===== src/acc_load_pkg.sv =====
// Contract
// - Timer 4 high to companion, low to accumulator
// - Conversion mode: result 9-6 and 5-2 loaded
// - Compare mode: result 7-4 and 3-0 loaded
// - General register nibbles to companion and accumulator
// - ROM fetch: page, index, accumulator address; three cycles
// - ROM fetch pushes, clears index bit 2, pops
// - Prescaler high to companion, low to accumulator
// - Serial shift nibbles to companion and accumulator
// - Page index to accumulator, bit 3 cleared
// - Compare reference write only in compare mode
// - Selected interrupt control register to accumulator
// - Serial control register to accumulator, unit untouched
// - Selected wakeup control register to accumulator
// - Result low bits to accumulator top, rest cleared
// - RAM word to accumulator; row index XOR immediate
// - Clock control register to accumulator
// - Selected pull-up control register to accumulator
// - First conversion control register to accumulator
package acc_load_pkg;
   localparam int INSTR_W     = 10;
   localparam int PC_W        = 13;
   localparam int PAGE_W      = 6;
   localparam int STACK_DEPTH = 8;
   localparam int CMP_MODE_BIT = 3;

   localparam logic [9:0] OP_READ_TIMER4_PAIR      = 10'h27b;
   localparam logic [9:0] OP_READ_CONVERSION_RESULT = 10'h279;
   localparam logic [9:0] OP_READ_GENERAL_PAIR     = 10'h02a;
   localparam logic [9:0] OP_READ_PRESCALER        = 10'h275;
   localparam logic [9:0] OP_READ_SERIAL_SHIFT     = 10'h278;
   localparam logic [9:0] OP_READ_PAGE_INDEX       = 10'h051;
   localparam logic [9:0] OP_WRITE_COMPARE_REF     = 10'h239;
   localparam logic [9:0] OP_READ_INT_CTRL_FIRST   = 10'h253;
   localparam logic [9:0] OP_READ_INT_CTRL_SECOND  = 10'h254;
   localparam logic [9:0] OP_READ_SERIAL_CTRL      = 10'h242;
   localparam logic [9:0] OP_READ_WAKE_CTRL_ZERO   = 10'h256;
   localparam logic [9:0] OP_READ_WAKE_CTRL_ONE    = 10'h259;
   localparam logic [9:0] OP_READ_WAKE_CTRL_TWO    = 10'h25a;
   localparam logic [9:0] OP_READ_RESULT_LOW_BITS  = 10'h249;
   localparam logic [9:0] OP_READ_CLOCK_CTRL       = 10'h252;
   localparam logic [9:0] OP_READ_PULLUP_CTRL_ZERO = 10'h257;
   localparam logic [9:0] OP_READ_PULLUP_CTRL_ONE  = 10'h25e;
   localparam logic [9:0] OP_READ_CONV_CTRL_FIRST  = 10'h244;
   // Families with an immediate field: upper bits compared only
   localparam logic [5:0] OP_LOAD_ACC_FROM_RAM_HI  = 6'h2c;
   localparam logic [3:0] OP_ROM_CONSTANT_FETCH_HI = 4'h2;

   localparam logic [3:0] ACC_RESET   = 4'h0;
   localparam logic [2:0] PAGE_RESET  = 3'h0;
   localparam logic [3:0] ROW_RESET   = 4'h0;
   localparam logic [7:0] REF_RESET   = 8'h00;

   typedef enum logic [1:0] {
      FETCH_IDLE = 2'b00,
      FETCH_WAIT = 2'b01,
      FETCH_LOAD = 2'b10
   } fetch_state_type;
endpackage


===== src/return_stack.sv =====
`timescale 1ns/1ps
`default_nettype none
module return_stack #(
   parameter int WIDTH = 13,
   parameter int DEPTH = 8,
   parameter int LVL_W = 3
) (
   input  wire logic             clk,      // Instruction clock
   input  wire logic             rst_b,    // Async reset, active low
   input  wire logic             push,     // Store word, advance level
   input  wire logic [WIDTH-1:0] pushWord, // Word to store
   input  wire logic             pop,      // Drop top word
   output logic      [WIDTH-1:0] topWord,  // Word at current level
   output logic      [LVL_W-1:0] level     // Current level pointer
);
   logic [WIDTH-1:0] mem_q [DEPTH];
   logic [WIDTH-1:0] mem_d [DEPTH];
   logic [LVL_W-1:0] level_q;
   logic [LVL_W-1:0] level_d;
   logic [LVL_W-1:0] wrIdx;

   // Pointer wraps silently; overflow is the program's concern
   always_comb begin
      wrIdx   = level_q + LVL_W'(1);
      level_d = level_q;
      mem_d   = mem_q;
      if (push) begin
         level_d = wrIdx;
         mem_d[wrIdx] = pushWord;
      end else if (pop) begin
         level_d = level_q - LVL_W'(1);
      end
   end

   genvar g;
   generate
      for (g = 0; g < DEPTH; g++) begin : gEntry
         always_ff @(posedge clk or negedge rst_b) begin
            if (!rst_b) begin
               mem_q[g] <= '0;
            end else begin
               mem_q[g] <= mem_d[g];
            end
         end
      end
   endgenerate

   always_ff @(posedge clk or negedge rst_b) begin
      if (!rst_b) begin
         level_q <= '1;
      end else begin
         level_q <= level_d;
      end
   end

   assign topWord = mem_q[level_q];
   assign level   = level_q;
endmodule
`default_nettype wire


===== src/accumulator_load_instructions.sv =====
`timescale 1ns/1ps
`default_nettype none
module accumulator_load_instructions #(
   parameter int PC_W   = acc_load_pkg::PC_W,
   parameter int PAGE_W = acc_load_pkg::PAGE_W,
   parameter int DEPTH  = acc_load_pkg::STACK_DEPTH
) (
   input  wire logic              clk,             // Instruction clock
   input  wire logic              rst_b,           // Async reset, low
   input  wire logic [9:0]        instr,           // Instruction word
   input  wire logic              instrValid,      // Instruction present
   input  wire logic [7:0]        timer4Val,       // Timer 4 count
   input  wire logic [9:0]        convResult,      // Conversion result
   input  wire logic [3:0]        convCtrlFirst,   // Conv control reg 1
   input  wire logic [7:0]        generalReg,      // General 8-bit reg
   input  wire logic [7:0]        prescalerVal,    // Prescaler count
   input  wire logic [7:0]        serialShift,     // Serial shift reg
   input  wire logic [3:0]        intCtrlFirst,    // Interrupt ctrl 1
   input  wire logic [3:0]        intCtrlSecond,   // Interrupt ctrl 2
   input  wire logic [3:0]        serialCtrl,      // Serial control reg
   input  wire logic [3:0]        wakeCtrl0,       // Wakeup control 0
   input  wire logic [3:0]        wakeCtrl1,       // Wakeup control 1
   input  wire logic [3:0]        wakeCtrl2,       // Wakeup control 2
   input  wire logic [3:0]        clockCtrl,       // Clock control reg
   input  wire logic [3:0]        pullupCtrl0,     // Pull-up control 0
   input  wire logic [3:0]        pullupCtrl1,     // Pull-up control 1
   input  wire logic [3:0]        ramData,         // RAM word at pointer
   input  wire logic [PC_W-1:0]   pcIn,            // Current PC
   input  wire logic [9:0]        romData,         // ROM word read back
   output logic      [3:0]        accOut,          // Accumulator
   output logic      [3:0]        compOut,         // Companion register
   output logic      [2:0]        pageIndexOut,    // Page index reg
   output logic      [3:0]        rowIndexOut,     // Row index reg
   output logic      [7:0]        compareRef,      // Comparator ref
   output logic                   compareRefWrite, // Ref written pulse
   output logic      [PC_W-1:0]   romAddr,         // ROM fetch address
   output logic                   romRead,         // ROM read strobe
   output logic                   busy,            // Fetch in progress
   output logic                   pcRestore,       // PC reload pulse
   output logic      [PC_W-1:0]   pcRestoreValue,  // PC to reload
   output logic      [$clog2(DEPTH)-1:0] stackLevel // Stack pointer
);
   localparam int LVL_W = $clog2(DEPTH);
   localparam int LOW_W = PC_W - PAGE_W;

   acc_load_pkg::fetch_state_type state_q;
   acc_load_pkg::fetch_state_type state_d;
   logic [3:0]        acc_q;
   logic [3:0]        acc_d;
   logic [3:0]        comp_q;
   logic [3:0]        comp_d;
   logic [2:0]        page_q;
   logic [2:0]        page_d;
   logic [3:0]        row_q;
   logic [3:0]        row_d;
   logic [7:0]        ref_q;
   logic [7:0]        ref_d;
   logic              refWr_q;
   logic              refWr_d;
   logic [PC_W-1:0]   romAddr_q;
   logic [PC_W-1:0]   romAddr_d;
   logic              romRead_q;
   logic              romRead_d;
   logic              pcRest_q;
   logic              pcRest_d;
   logic [PC_W-1:0]   pcVal_q;
   logic [PC_W-1:0]   pcVal_d;
   logic              push;
   logic              pop;
   logic [PC_W-1:0]   stackTop;
   logic [LVL_W-1:0]  level;
   logic              cmpMode;
   logic              take;

   assign cmpMode = convCtrlFirst[acc_load_pkg::CMP_MODE_BIT];
   assign take    = instrValid && (state_q == acc_load_pkg::FETCH_IDLE);

   return_stack #(
      .WIDTH (PC_W),
      .DEPTH (DEPTH),
      .LVL_W (LVL_W)
   ) uStack (
      .clk      (clk),
      .rst_b    (rst_b),
      .push     (push),
      .pushWord (pcIn),
      .pop      (pop),
      .topWord  (stackTop),
      .level    (level)
   );

   // Single-cycle transfers except the three-cycle ROM fetch; carry and skip are never touched
   always_comb begin
      acc_d     = acc_q;
      comp_d    = comp_q;
      page_d    = page_q;
      row_d     = row_q;
      ref_d     = ref_q;
      refWr_d   = 1'b0;
      romAddr_d = romAddr_q;
      romRead_d = 1'b0;
      pcRest_d  = 1'b0;
      pcVal_d   = pcVal_q;
      state_d   = state_q;
      push      = 1'b0;
      pop       = 1'b0;
      case (state_q)
         acc_load_pkg::FETCH_IDLE: begin
            if (take) begin
               case (instr)
                  acc_load_pkg::OP_READ_TIMER4_PAIR: begin
                     comp_d = timer4Val[7:4];
                     acc_d  = timer4Val[3:0];
                  end
                  acc_load_pkg::OP_READ_CONVERSION_RESULT: begin
                     if (cmpMode) begin
                        comp_d = convResult[7:4];
                        acc_d  = convResult[3:0];
                     end else begin
                        comp_d = convResult[9:6];
                        acc_d  = convResult[5:2];
                     end
                  end
                  acc_load_pkg::OP_READ_GENERAL_PAIR: begin
                     comp_d = generalReg[7:4];
                     acc_d  = generalReg[3:0];
                  end
                  acc_load_pkg::OP_READ_PRESCALER: begin
                     comp_d = prescalerVal[7:4];
                     acc_d  = prescalerVal[3:0];
                  end
                  acc_load_pkg::OP_READ_SERIAL_SHIFT: begin
                     comp_d = serialShift[7:4];
                     acc_d  = serialShift[3:0];
                  end
                  acc_load_pkg::OP_READ_PAGE_INDEX: begin
                     acc_d = {1'b0, page_q};
                  end
                  acc_load_pkg::OP_WRITE_COMPARE_REF: begin
                     if (cmpMode) begin
                        ref_d   = {comp_q, acc_q};
                        refWr_d = 1'b1;
                     end
                  end
                  acc_load_pkg::OP_READ_INT_CTRL_FIRST: begin
                     acc_d = intCtrlFirst;
                  end
                  acc_load_pkg::OP_READ_INT_CTRL_SECOND: begin
                     acc_d = intCtrlSecond;
                  end
                  acc_load_pkg::OP_READ_SERIAL_CTRL: begin
                     acc_d = serialCtrl;
                  end
                  acc_load_pkg::OP_READ_WAKE_CTRL_ZERO: begin
                     acc_d = wakeCtrl0;
                  end
                  acc_load_pkg::OP_READ_WAKE_CTRL_ONE: begin
                     acc_d = wakeCtrl1;
                  end
                  acc_load_pkg::OP_READ_WAKE_CTRL_TWO: begin
                     acc_d = wakeCtrl2;
                  end
                  acc_load_pkg::OP_READ_RESULT_LOW_BITS: begin
                     acc_d = {convResult[1:0], 2'b00};
                  end
                  acc_load_pkg::OP_READ_CLOCK_CTRL: begin
                     acc_d = clockCtrl;
                  end
                  acc_load_pkg::OP_READ_PULLUP_CTRL_ZERO: begin
                     acc_d = pullupCtrl0;
                  end
                  acc_load_pkg::OP_READ_PULLUP_CTRL_ONE: begin
                     acc_d = pullupCtrl1;
                  end
                  acc_load_pkg::OP_READ_CONV_CTRL_FIRST: begin
                     acc_d = convCtrlFirst;
                  end
                  default: begin
                     if (instr[9:4] == acc_load_pkg::OP_LOAD_ACC_FROM_RAM_HI)
                     begin
                        acc_d = ramData;
                        row_d = row_q ^ instr[3:0];
                     end else if (instr[9:6] ==
                                  acc_load_pkg::OP_ROM_CONSTANT_FETCH_HI)
                     begin
                        push      = 1'b1;
                        romAddr_d = {PAGE_W'(instr[5:0]),
                                     LOW_W'({page_q, acc_q})};
                        romRead_d = 1'b1;
                        state_d   = acc_load_pkg::FETCH_WAIT;
                     end
                  end
               endcase
            end
         end
         acc_load_pkg::FETCH_WAIT: begin
            state_d = acc_load_pkg::FETCH_LOAD;
         end
         acc_load_pkg::FETCH_LOAD: begin
            page_d   = {1'b0, romData[9:8]};
            comp_d   = romData[7:4];
            acc_d    = romData[3:0];
            pcVal_d  = stackTop;
            pcRest_d = 1'b1;
            pop      = 1'b1;
            state_d  = acc_load_pkg::FETCH_IDLE;
         end
         default: begin
            state_d = acc_load_pkg::FETCH_IDLE;
         end
      endcase
   end

   always_ff @(posedge clk or negedge rst_b) begin
      if (!rst_b) begin
         state_q   <= acc_load_pkg::FETCH_IDLE;
         acc_q     <= acc_load_pkg::ACC_RESET;
         comp_q    <= acc_load_pkg::ACC_RESET;
         page_q    <= acc_load_pkg::PAGE_RESET;
         row_q     <= acc_load_pkg::ROW_RESET;
         ref_q     <= acc_load_pkg::REF_RESET;
         refWr_q   <= 1'b0;
         romAddr_q <= '0;
         romRead_q <= 1'b0;
         pcRest_q  <= 1'b0;
         pcVal_q   <= '0;
      end else begin
         state_q   <= state_d;
         acc_q     <= acc_d;
         comp_q    <= comp_d;
         page_q    <= page_d;
         row_q     <= row_d;
         ref_q     <= ref_d;
         refWr_q   <= refWr_d;
         romAddr_q <= romAddr_d;
         romRead_q <= romRead_d;
         pcRest_q  <= pcRest_d;
         pcVal_q   <= pcVal_d;
      end
   end

   logic busy_q;
   logic [LVL_W-1:0] stackLevel_q;

   always_ff @(posedge clk or negedge rst_b) begin
      if (!rst_b) begin
         busy_q       <= 1'b0;
         stackLevel_q <= '1;
      end else begin
         busy_q       <= (state_d != acc_load_pkg::FETCH_IDLE);
         stackLevel_q <= level;
      end
   end

   assign accOut          = acc_q;
   assign compOut         = comp_q;
   assign pageIndexOut    = page_q;
   assign rowIndexOut     = row_q;
   assign compareRef      = ref_q;
   assign compareRefWrite = refWr_q;
   assign romAddr         = romAddr_q;
   assign romRead         = romRead_q;
   assign busy            = busy_q;
   assign pcRestore       = pcRest_q;
   assign pcRestoreValue  = pcVal_q;
   assign stackLevel      = stackLevel_q;
endmodule
`default_nettype wire


===== config.mk =====
export PLATFORM = sky130hd
export DESIGN_NAME = accumulator_load_instructions
export DESIGN_NICKNAME = d
export VERILOG_FILES = /design/src/acc_load_pkg.sv /design/src/return_stack.sv /design/src/accumulator_load_instructions.sv
export SDC_FILE = /design/constraint.sdc
export NUM_CORES = 1
export LEC_CHECK = 0
export BUFFER_PORTS_ARGS = -buffer_cell sky130_fd_sc_hd__buf_4
export CAP_MARGIN = 20
export CORE_UTILIZATION = 40
export CTS_CLUSTER_DIAMETER = 30
export DETAILED_ROUTE_END_ITERATION = 8
export GPL_TIMING_DRIVEN = 0
export PLACE_DENSITY = 0.65
export REMOVE_ABC_BUFFERS = 1
export SYNTH_ARGS = -nofsm -noshare
export SYNTH_HDL_FRONTEND = slang
export SYNTH_HIERARCHICAL = 1
export SYNTH_SLANG_ARGS = --single-unit

===== constraint.sdc =====
create_clock -name clk -period 2.97 [get_ports clk]
set_input_delay 0.891 -clock clk [delete_from_list [all_inputs] [get_ports clk]]
set_output_delay 0.891 -clock clk [all_outputs]
set_load 0.01 [all_outputs]

==> reports/metrics.csv, run 1 <==
metric;value;unit
power.density;725;nW/um^2
ios;178;
grt_pass1_vias;6171;
synth_edf_count;0;
fp.dieH;145;um
maxSlewHeadroom;0.419;
wl;22.8;mm
synth-seq-area-share;0.501;
tritoncts;built;
area_growth;27.2;%
drtAntennaViolNets;0;
yosys-top-cells-area;dfrtp_1 (48%), mux2_2 (16%), mux4_2 (7.2%), nand2_1 (6.5%), dfstp_2 (1.9%);
viasPerCell;5.38;
antenna_cells;0;
dp.final_hpwl;15.5;mm
rsz0062_at_grt;no;
hold_path_class;in -> async;
yosys_register_bits;163;
slew_violations;0;
num_vias;6061;
cp_max_fo;17;
holdWs;344;ps
setup_violations;0;
yosysWarnings;6;
worstPathCellList;clkinvlp_4 > ha_1 > nand3_1 > nor2_4 > mux2_2;
worstPathRequired;3280;ps
final_cell_mix;buf_4 (178), dfrtp_1 (157), nand2_1 (139);
slowest_delay;840;ps
crit_arrival;3160;ps
grt_pass1_wl;34.4;mm
wl_per_cell;20.3;um
cts_buffers;17;
fmax;350;MHz
syn-cell-area;8160;um^2
fin_area;10400;um^2
setup-tns-final;0;ps
drt-initial-drc-count;289;
start_util;0.414;
fin_crit;2860;ps
layout.nets;974;
status;finished, final reports clean;
cts-root-buf;clkbuf_16;
async_flop_share;1.00;
layout-drive-gt1-share;0.449;
htreeDepth;4;
tightest_slew;872;ps
syn_inst;681;
fin_worst_skew;11.6;ps
core-area;19700;um^2
path_class;reg -> reg;
final_common_cell;buf_4;
grt_max_degree;119;
die_area;21000;um^2
fin_crit_sh;0.961;
clk_pin_slew;70;ps
syn_avg_cell_area;12.0;um^2
cellLeakagePower;0.00503;uW
synth.distinct_cells;67;
gp_congestion;0.974;
antenna_found_initial;0;
die_w;145;um
rows;51;
post_dp_cell_area;9710;um^2
hold_viol;0;
dr.pass1.iters;6;
cp-start-kind;flop;
drv_cap;0;
grt_use_total;0.225;
synth-main-ff-cell;dfrtp_1;
ir_drop;506;uV
synth_area_leader_cell;dfrtp_1;
yosys.area.top_type_share;0.481;
route.detailed.drc;0;
clockBufferDepth;2;
insertion_delay;430;ps
cpMaxStageDelayCell;dfstp_2;
cts_sinks;163;
crit_path_end_kind;flop;
global_route.overflow_total;0;
portBuffers;175;
[sequential cells by signal (all words and copies together), names as in the netlist, 2 cells and up]
name	cells
rowIndexOut	4
uStack/level	3
pageIndexOut	2
compOut	4
state_q	2
compareRef	8
accOut	4
romAddr	12
pcRestoreValue	13
uStack/mem_q	104
stackLevel	3
[cells in the mapped netlist (4+ instances only)]
| master | instances |
|---|---|
| dfrtp_1 | 157 |
| nand2_1 | 142 |
| and3_1 | 4 |
| o21ai_0 | 13 |
| dfstp_2 | 6 |
| inv_1 | 11 |
| nand2b_1 | 5 |
| mux2i_1 | 12 |
| nor3b_1 | 4 |
| o31ai_1 | 9 |
| nor4b_1 | 4 |
| xor2_1 | 4 |
| buf_4 | 14 |
| nor2_1 | 21 |
| nor4_1 | 4 |
| clkbuf_1 | 9 |
| mux4_2 | 26 |
| a221oi_1 | 4 |
| a22oi_1 | 7 |
| buf_2 | 14 |
| mux2_2 | 118 |
| nor3_1 | 4 |
| nand4b_1 | 4 |
| o2111ai_1 | 5 |
| a221o_1 | 5 |
| xnor2_1 | 6 |
| nand3_1 | 13 |
[power breakdown]
part	leakage, uW	switching, uW	internal (uW)
Clock	0.000251	909	1070
Combinational	0.00260	876	1240
Sequential	0.00219	510	2920
[path summary, 6_finish.rpt]
kind / start / end / slack, ps / cells past startpoint
max in group asynchronous: rst_b / uStack/mem_q[57] / 1690 / 2
hold / removal: rst_b / rowIndexOut[0] / 340 / 1
min in group clk: pcRestoreValue[9] / pcRestoreValue[9] / 470 / 2
hold reg to reg: pcRestoreValue[9] / pcRestoreValue[9] / 470 / 2
setup reg to reg: uStack/level[1] / uStack/mem_q[18] / 110 / 5
setup / recovery: uStack/level[1] / uStack/mem_q[18] / 110 / 5
[worst max-delay path: cells and delay by family (launching register included)]
family	cells	cell delay, ps
adder cells (fa/ha/maj)	1	530
buffers and inverters	1	220
flip-flops	1	840
multiplexers	1	400
AND/OR/NAND/NOR	2	740
[layer usage]
layer	track usage	wire, um	share of wire
met2	0.378	11100	0.48
met4	0.104	743	0.033
met5	0	0	0
met1	0.267	9440	0.41
met3	0.0648	1600	0.070
[logic make-up after synthesis]
family / share of synthesized area
other: 0.000459
AND/OR/NAND/NOR: 0.136
multiplexers: 0.251
XOR/XNOR: 0.0107
adder cells (fa/ha/maj): 0.00307
AO/OA/AOI/OAI: 0.0664
flip-flops: 0.501
buffers and inverters: 0.0325
[per-stage QoR]
stage	total power, uW	setup slack, ps	utilization	std cells
after detailed placement	5530	-1000	0.492	1088
after CTS	7590	18.0	0.526	1127
final	7520	115	0.526	1127
after global placement	5410	-2070	0.486	1083
after global routing	7940	4.91	0.526	1127
after floorplan	4620	-429	-	643
[area by class of cell]
type                    instances  area (um^2)
clock buffers                  20          437
repair inverters                1         5.00
fillers                      1704         9340
multi-input cells             469         3880
well taps                     265          332
clock inverters                11         78.8
inverters                      11         48.8
flip-flops and latches        163         4090
repair buffers                187         1510
[timing repair]
item / in CTS / in global routing
gates cloned: 1 / 0
gates resized for setup: 11 / 2
setup endpoints to repair: 105 / 14
setup buffers: 7 / 0
hold buffers: 0 / 0
pin swaps: 4 / 1
(Power assumes the default switching activity.)
==> inputs of run 2 (changes only) <==
--- a/config.mk
+++ b/config.mk
@@ -7,6 +7,7 @@
 export LEC_CHECK = 0
 export BUFFER_PORTS_ARGS = -buffer_cell sky130_fd_sc_hd__buf_4
 export CAP_MARGIN = 20
+export CORE_ASPECT_RATIO = 0.5
 export CORE_UTILIZATION = 40
 export CTS_CLUSTER_DIAMETER = 30
 export DETAILED_ROUTE_END_ITERATION = 8
==> run 2 against run 1 <==
Effect of this change:
- routed wire length is 3.6% lower
- setup slack better by 0.55 ps
- first-iteration DRC count rose by 49%
- global-route usage fell by 1.5 points
- clock-buffer cell count fell by 2
- sequential cell count did not move
- clock skew decreased by 2.6 ps
- sequential power barely moved
- sequential share of layout area fell by 0.28 points
==> reports/metrics.csv, run 2 (synthesized netlist as in run 1, its figures left out) <==
metric;value;unit
portBuffers;175;
layout.nets;975;
fin_crit_sh;0.961;
crit_path_end_kind;flop;
die_area;21000;um^2
fin_worst_skew;9.04;ps
cts_sinks;163;
cp-start-kind;flop;
dp.final_hpwl;14.6;mm
setup.worst_path.end;uStack/mem_q[78];
tightest_slew;837;ps
power.density;740;nW/um^2
holdWs;406;ps
status;finished, final reports clean;
multi_input_area;3880;um^2
largest_reg_flops;104;
rr_startpoint;uStack/level[1];
power;7740;uW
insertion_delay;430;ps
clockBufferDepth;2;
path_class;reg -> reg;
core-area;19700;um^2
hold_viol;0;
grt_pass1_vias;6005;
postLayoutCoreUtil;0.530;
hold_path_class;in -> async;
drv_cap;0;
ir_drop;406;uV
final_cell_mix;buf_4 (179), dfrtp_1 (157), nand2_1 (139);
grt_pass1_wl;33.4;mm
top_register;uStack/mem_q;
crit_path_start;uStack/level[1];
grt_max_degree;100;
start_util;0.414;
cts-root-buf;clkbuf_16;
area_growth;28.2;%
global_route.overflow_total;0;
drtAntennaViolNets;0;
fillers;1723;
antenna_found_initial;0;
crit_arrival;3160;ps
fp.dieH;103;um
cp_max_fo;17;
route.detailed.drc;0;
worst_slack;115;ps
wl_per_cell;19.5;um
fmax;350;MHz
layout-drive-gt1-share;0.453;
final_common_cell;buf_4;
reg2reg_to;uStack/mem_q[78];
slew_violations;0;
die_w;204;um
worstPathRequired;3270;ps
gp_congestion;0.869;
r2r_cells;5;
rows;36;
drt-initial-drc-count;431;
setup_violations;0;
rsz0062_at_grt;no;
num_vias;6105;
seq_area;4090;um^2
antenna_cells;0;
htreeDepth;4;
ios;178;
cts_buffers;17;
r2r_setup_slack;120;ps
grt_use_total;0.210;
cellLeakagePower;0.00507;uW
fin_crit;2850;ps
setup-tns-final;0;ps
tritoncts;built;
maxSlewHeadroom;0.438;
viasPerCell;5.40;
wl;22.0;mm
clk_pin_slew;70;ps
dr.pass1.iters;5;
dp_worst_setup_slack;-977;ps
## run 2: how the worst min path moves through the flow
stage | startpoint | to | slack, ps | cells past startpoint
floorplan | uStack/level[1] | stackLevel[1] | 440 | 0
global placement | pcRestoreValue[12] | pcRestoreValue[12] | 460 | 2
detailed placement | pcRestoreValue[4] | pcRestoreValue[4] | 460 | 2
CTS | rst_b | rowIndexOut[2] | 420 | 1
global route | rst_b | rowIndexOut[2] | 430 | 1
finish | rst_b | rowIndexOut[2] | 410 | 1
## run 2: critical path: stages (launching register included)
cell	delay (ps)
dfstp_2	850
clkinvlp_4	210
ha_1	450
nor3b_1	410
nand2_2	390
mux2_2	430
## run 2: cell type report
cell class / instances / area share
clock buffers: 18 / 0.0420
clock inverters: 14 / 0.0149
inverters: 11 / 0.00466
multi-input cells: 469 / 0.371
flip-flops and latches: 163 / 0.391
well taps: 266 / 0.0318
repair buffers: 188 / 0.144
repair inverters: 1 / 0.000478
## run 2: metal layers
metal  global-route usage  part of all wire  up-vias
met2                0.351              0.48      219
met1                0.282              0.44     3051
li1                     -                 -     2807
met4               0.0568             0.014        0
met5                    0                 0        -
met3               0.0449             0.071       28
## run 2: power by group
group	switching, uW	internal [uW]
clock network	1020	1150
registers	529	2920
logic	882	1240
total	2430	5310
## run 2: what timing repair did
item                       4_1_cts  5_1_grt
cloned                           1        0
pin swaps                        4        1
gates resized for setup         14        0
hold endpoints to repair         0        0
hold buffers                     0        0
setup endpoints to repair      107       46
setup buffers                    8        2
## run 2: stage by stage
step,std cells,instance area [um^2]
2_1_floorplan,643,7940
3_3_place_gp,1084,9590
3_5_place_dp,1087,9660
4_1_cts,1128,10400
5_1_grt,1130,10500
6_report,1130,10500
==> inputs of run 3 (changes only) <==
--- a/config.mk
+++ b/config.mk
@@ -8,11 +8,11 @@
 export BUFFER_PORTS_ARGS = -buffer_cell sky130_fd_sc_hd__buf_4
 export CAP_MARGIN = 20
 export CORE_ASPECT_RATIO = 0.5
-export CORE_UTILIZATION = 40
+export CORE_UTILIZATION = 55
 export CTS_CLUSTER_DIAMETER = 30
 export DETAILED_ROUTE_END_ITERATION = 8
 export GPL_TIMING_DRIVEN = 0
-export PLACE_DENSITY = 0.65
+export PLACE_DENSITY = 0.84
 export REMOVE_ABC_BUFFERS = 1
 export SYNTH_ARGS = -nofsm -noshare
 export SYNTH_HDL_FRONTEND = slang
==> run 3 against run 2 <==
Effect of this change:
- sequential cell count unchanged
- fmax down 2.6%
- register-to-register slack got worse by 80 ps
- critical endpoint is now uStack/mem_q[96]
==> reports/metrics.csv, run 3 (synthesized netlist as in run 1, its figures left out) <==
metric;value;unit
status;finished, final reports clean;
ir_drop;572;uV
critical-path-top-delay-family;flip-flops;
hold_viol;0;
start_util;0.564;
path_class;reg -> reg;
grt_pass1_vias;6401;
die_area;15400;um^2
slew_violations;0;
grt_use_total;0.297;
clockBufferDepth;2;
tightest_slew;846;ps
dp_worst_setup_slack;-980;ps
route.detailed.drc;0;
insertion_delay;420;ps
fp.dieH;88.1;um
layout.nets;972;
clk_pin_slew;70;ps
dp.final_hpwl;14.1;mm
portBuffers;175;
tritoncts;built;
fin_area;10300;um^2
holdBufCountCts;0;
die_w;174;um
viasPerCell;6.01;
grt_max_degree;107;
setup.worst_path.end;uStack/mem_q[96];
reg2reg_to;uStack/mem_q[96];
gp_congestion;0.894;
path_buf_inv;2;
wl;22.5;mm
cts_buffers;17;
holdWs;447;ps
fin_worst_skew;17.2;ps
drtAntennaViolNets;0;
cellLeakagePower;0.00504;uW
fin_crit;2930;ps
crit_arrival;3230;ps
r2r_setup_slack;40;ps
top_register;uStack/mem_q;
antenna_found_initial;0;
cp_max_fo;17;
final_common_cell;buf_4;
final_cell_mix;buf_4 (176), dfrtp_1 (157), nand2_1 (139);
dr.pass1.iters;5;
drv_cap;0;
worstPathCellList;clkinvlp_4 > ha_1 > nor3_2 > buf_6 > mux2_2;
cpMaxStageDelayCell;dfstp_2;
worst-path-stages;5;
rr_startpoint;uStack/level[1];
r2r_cells;5;
maxSlewHeadroom;0.432;
cts-root-buf;clkbuf_16;
fin_crit_sh;0.987;
worstPathRequired;3270;ps
hold_path_class;in -> async;
grt_pass1_wl;34.6;mm
area_growth;26.1;%
cts_sinks;163;
crit_path_start;uStack/level[1];
slowest_delay;830;ps
worst_slack;39.9;ps
setup_violations;0;
core-area;14500;um^2
fmax;341;MHz
ios;178;
num_vias;6363;
largest_reg_flops;104;
wl_per_cell;21.3;um
drt-initial-drc-count;580;
htreeDepth;4;
power.density;762;nW/um^2
postLayoutCoreUtil;0.712;
post_dp_cell_area;9610;um^2
layout-drive-gt1-share;0.449;
cp-start-kind;flop;
rows;31;
antenna_cells;0;
crit_path_end_kind;flop;
global_route.overflow_total;0;
[run 3: cell types whose count changed in the layout (fill, tap and decap cells not counted), moves of 2 or more]
cell / before / now
clkinv_8: 3 / 0
nor3_4: 2 / 0
buf_12: 5 / 1
buf_6: 2 / 6
buf_4: 179 / 176
nor3_2: 0 / 2
[run 3: worst min-delay path by stage]
stage	from	endpoint	slack [ps]
floorplan	uStack/level[1]	stackLevel[1]	440
global placement	pcRestoreValue[10]	pcRestoreValue[10]	460
detailed placement	pcRestoreValue[12]	pcRestoreValue[12]	460
CTS	rst_b	compareRef[2]	460
global route	rst_b	compareRef[2]	470
finish	rst_b	compareRef[2]	450
[run 3: repair_timing]
action	in CTS	in global routing
pin swaps	1	0
cloned	1	0
gates resized for setup	13	4
setup endpoints to repair	107	30
setup buffers	3	0
endpoints found under the hold margin	0	0
[run 3: metal layers]
layer | vias up | wire (um) | track usage
met5 | - | 0 | 0
met4 | 0 | 635 | 0.129
met3 | 64 | 1400 | 0.0625
met2 | 289 | 11400 | 0.506
met1 | 3214 | 9140 | 0.376
li1 | 2796 | - | -
[run 3: cell type report]
class	count	area, um^2
well taps	198	248
inverters	11	48.8
repair inverters	1	5.00
multi-input cells	469	3870
repair buffers	185	1450
clock inverters	13	139
fillers	936	4170
flip-flops and latches	163	4090
clock buffers	19	443
[run 3: stage by stage]
stage               total power [uW]  TNS (ps)  instances
floorplan                       4620     -9080        643
global placement                5340   -119690       1016
detailed placement              5500    -89520       1023
CTS                             7830         0       1059
global route                    8200     -16.2       1059
finish                          7840         0       1059
[run 3: power breakdown]
group | leakage [uW] | internal, uW | switching [uW]
Clock | 0.000282 | 1210 | 954
Sequential | 0.00219 | 2930 | 590
Combinational | 0.00257 | 1230 | 928
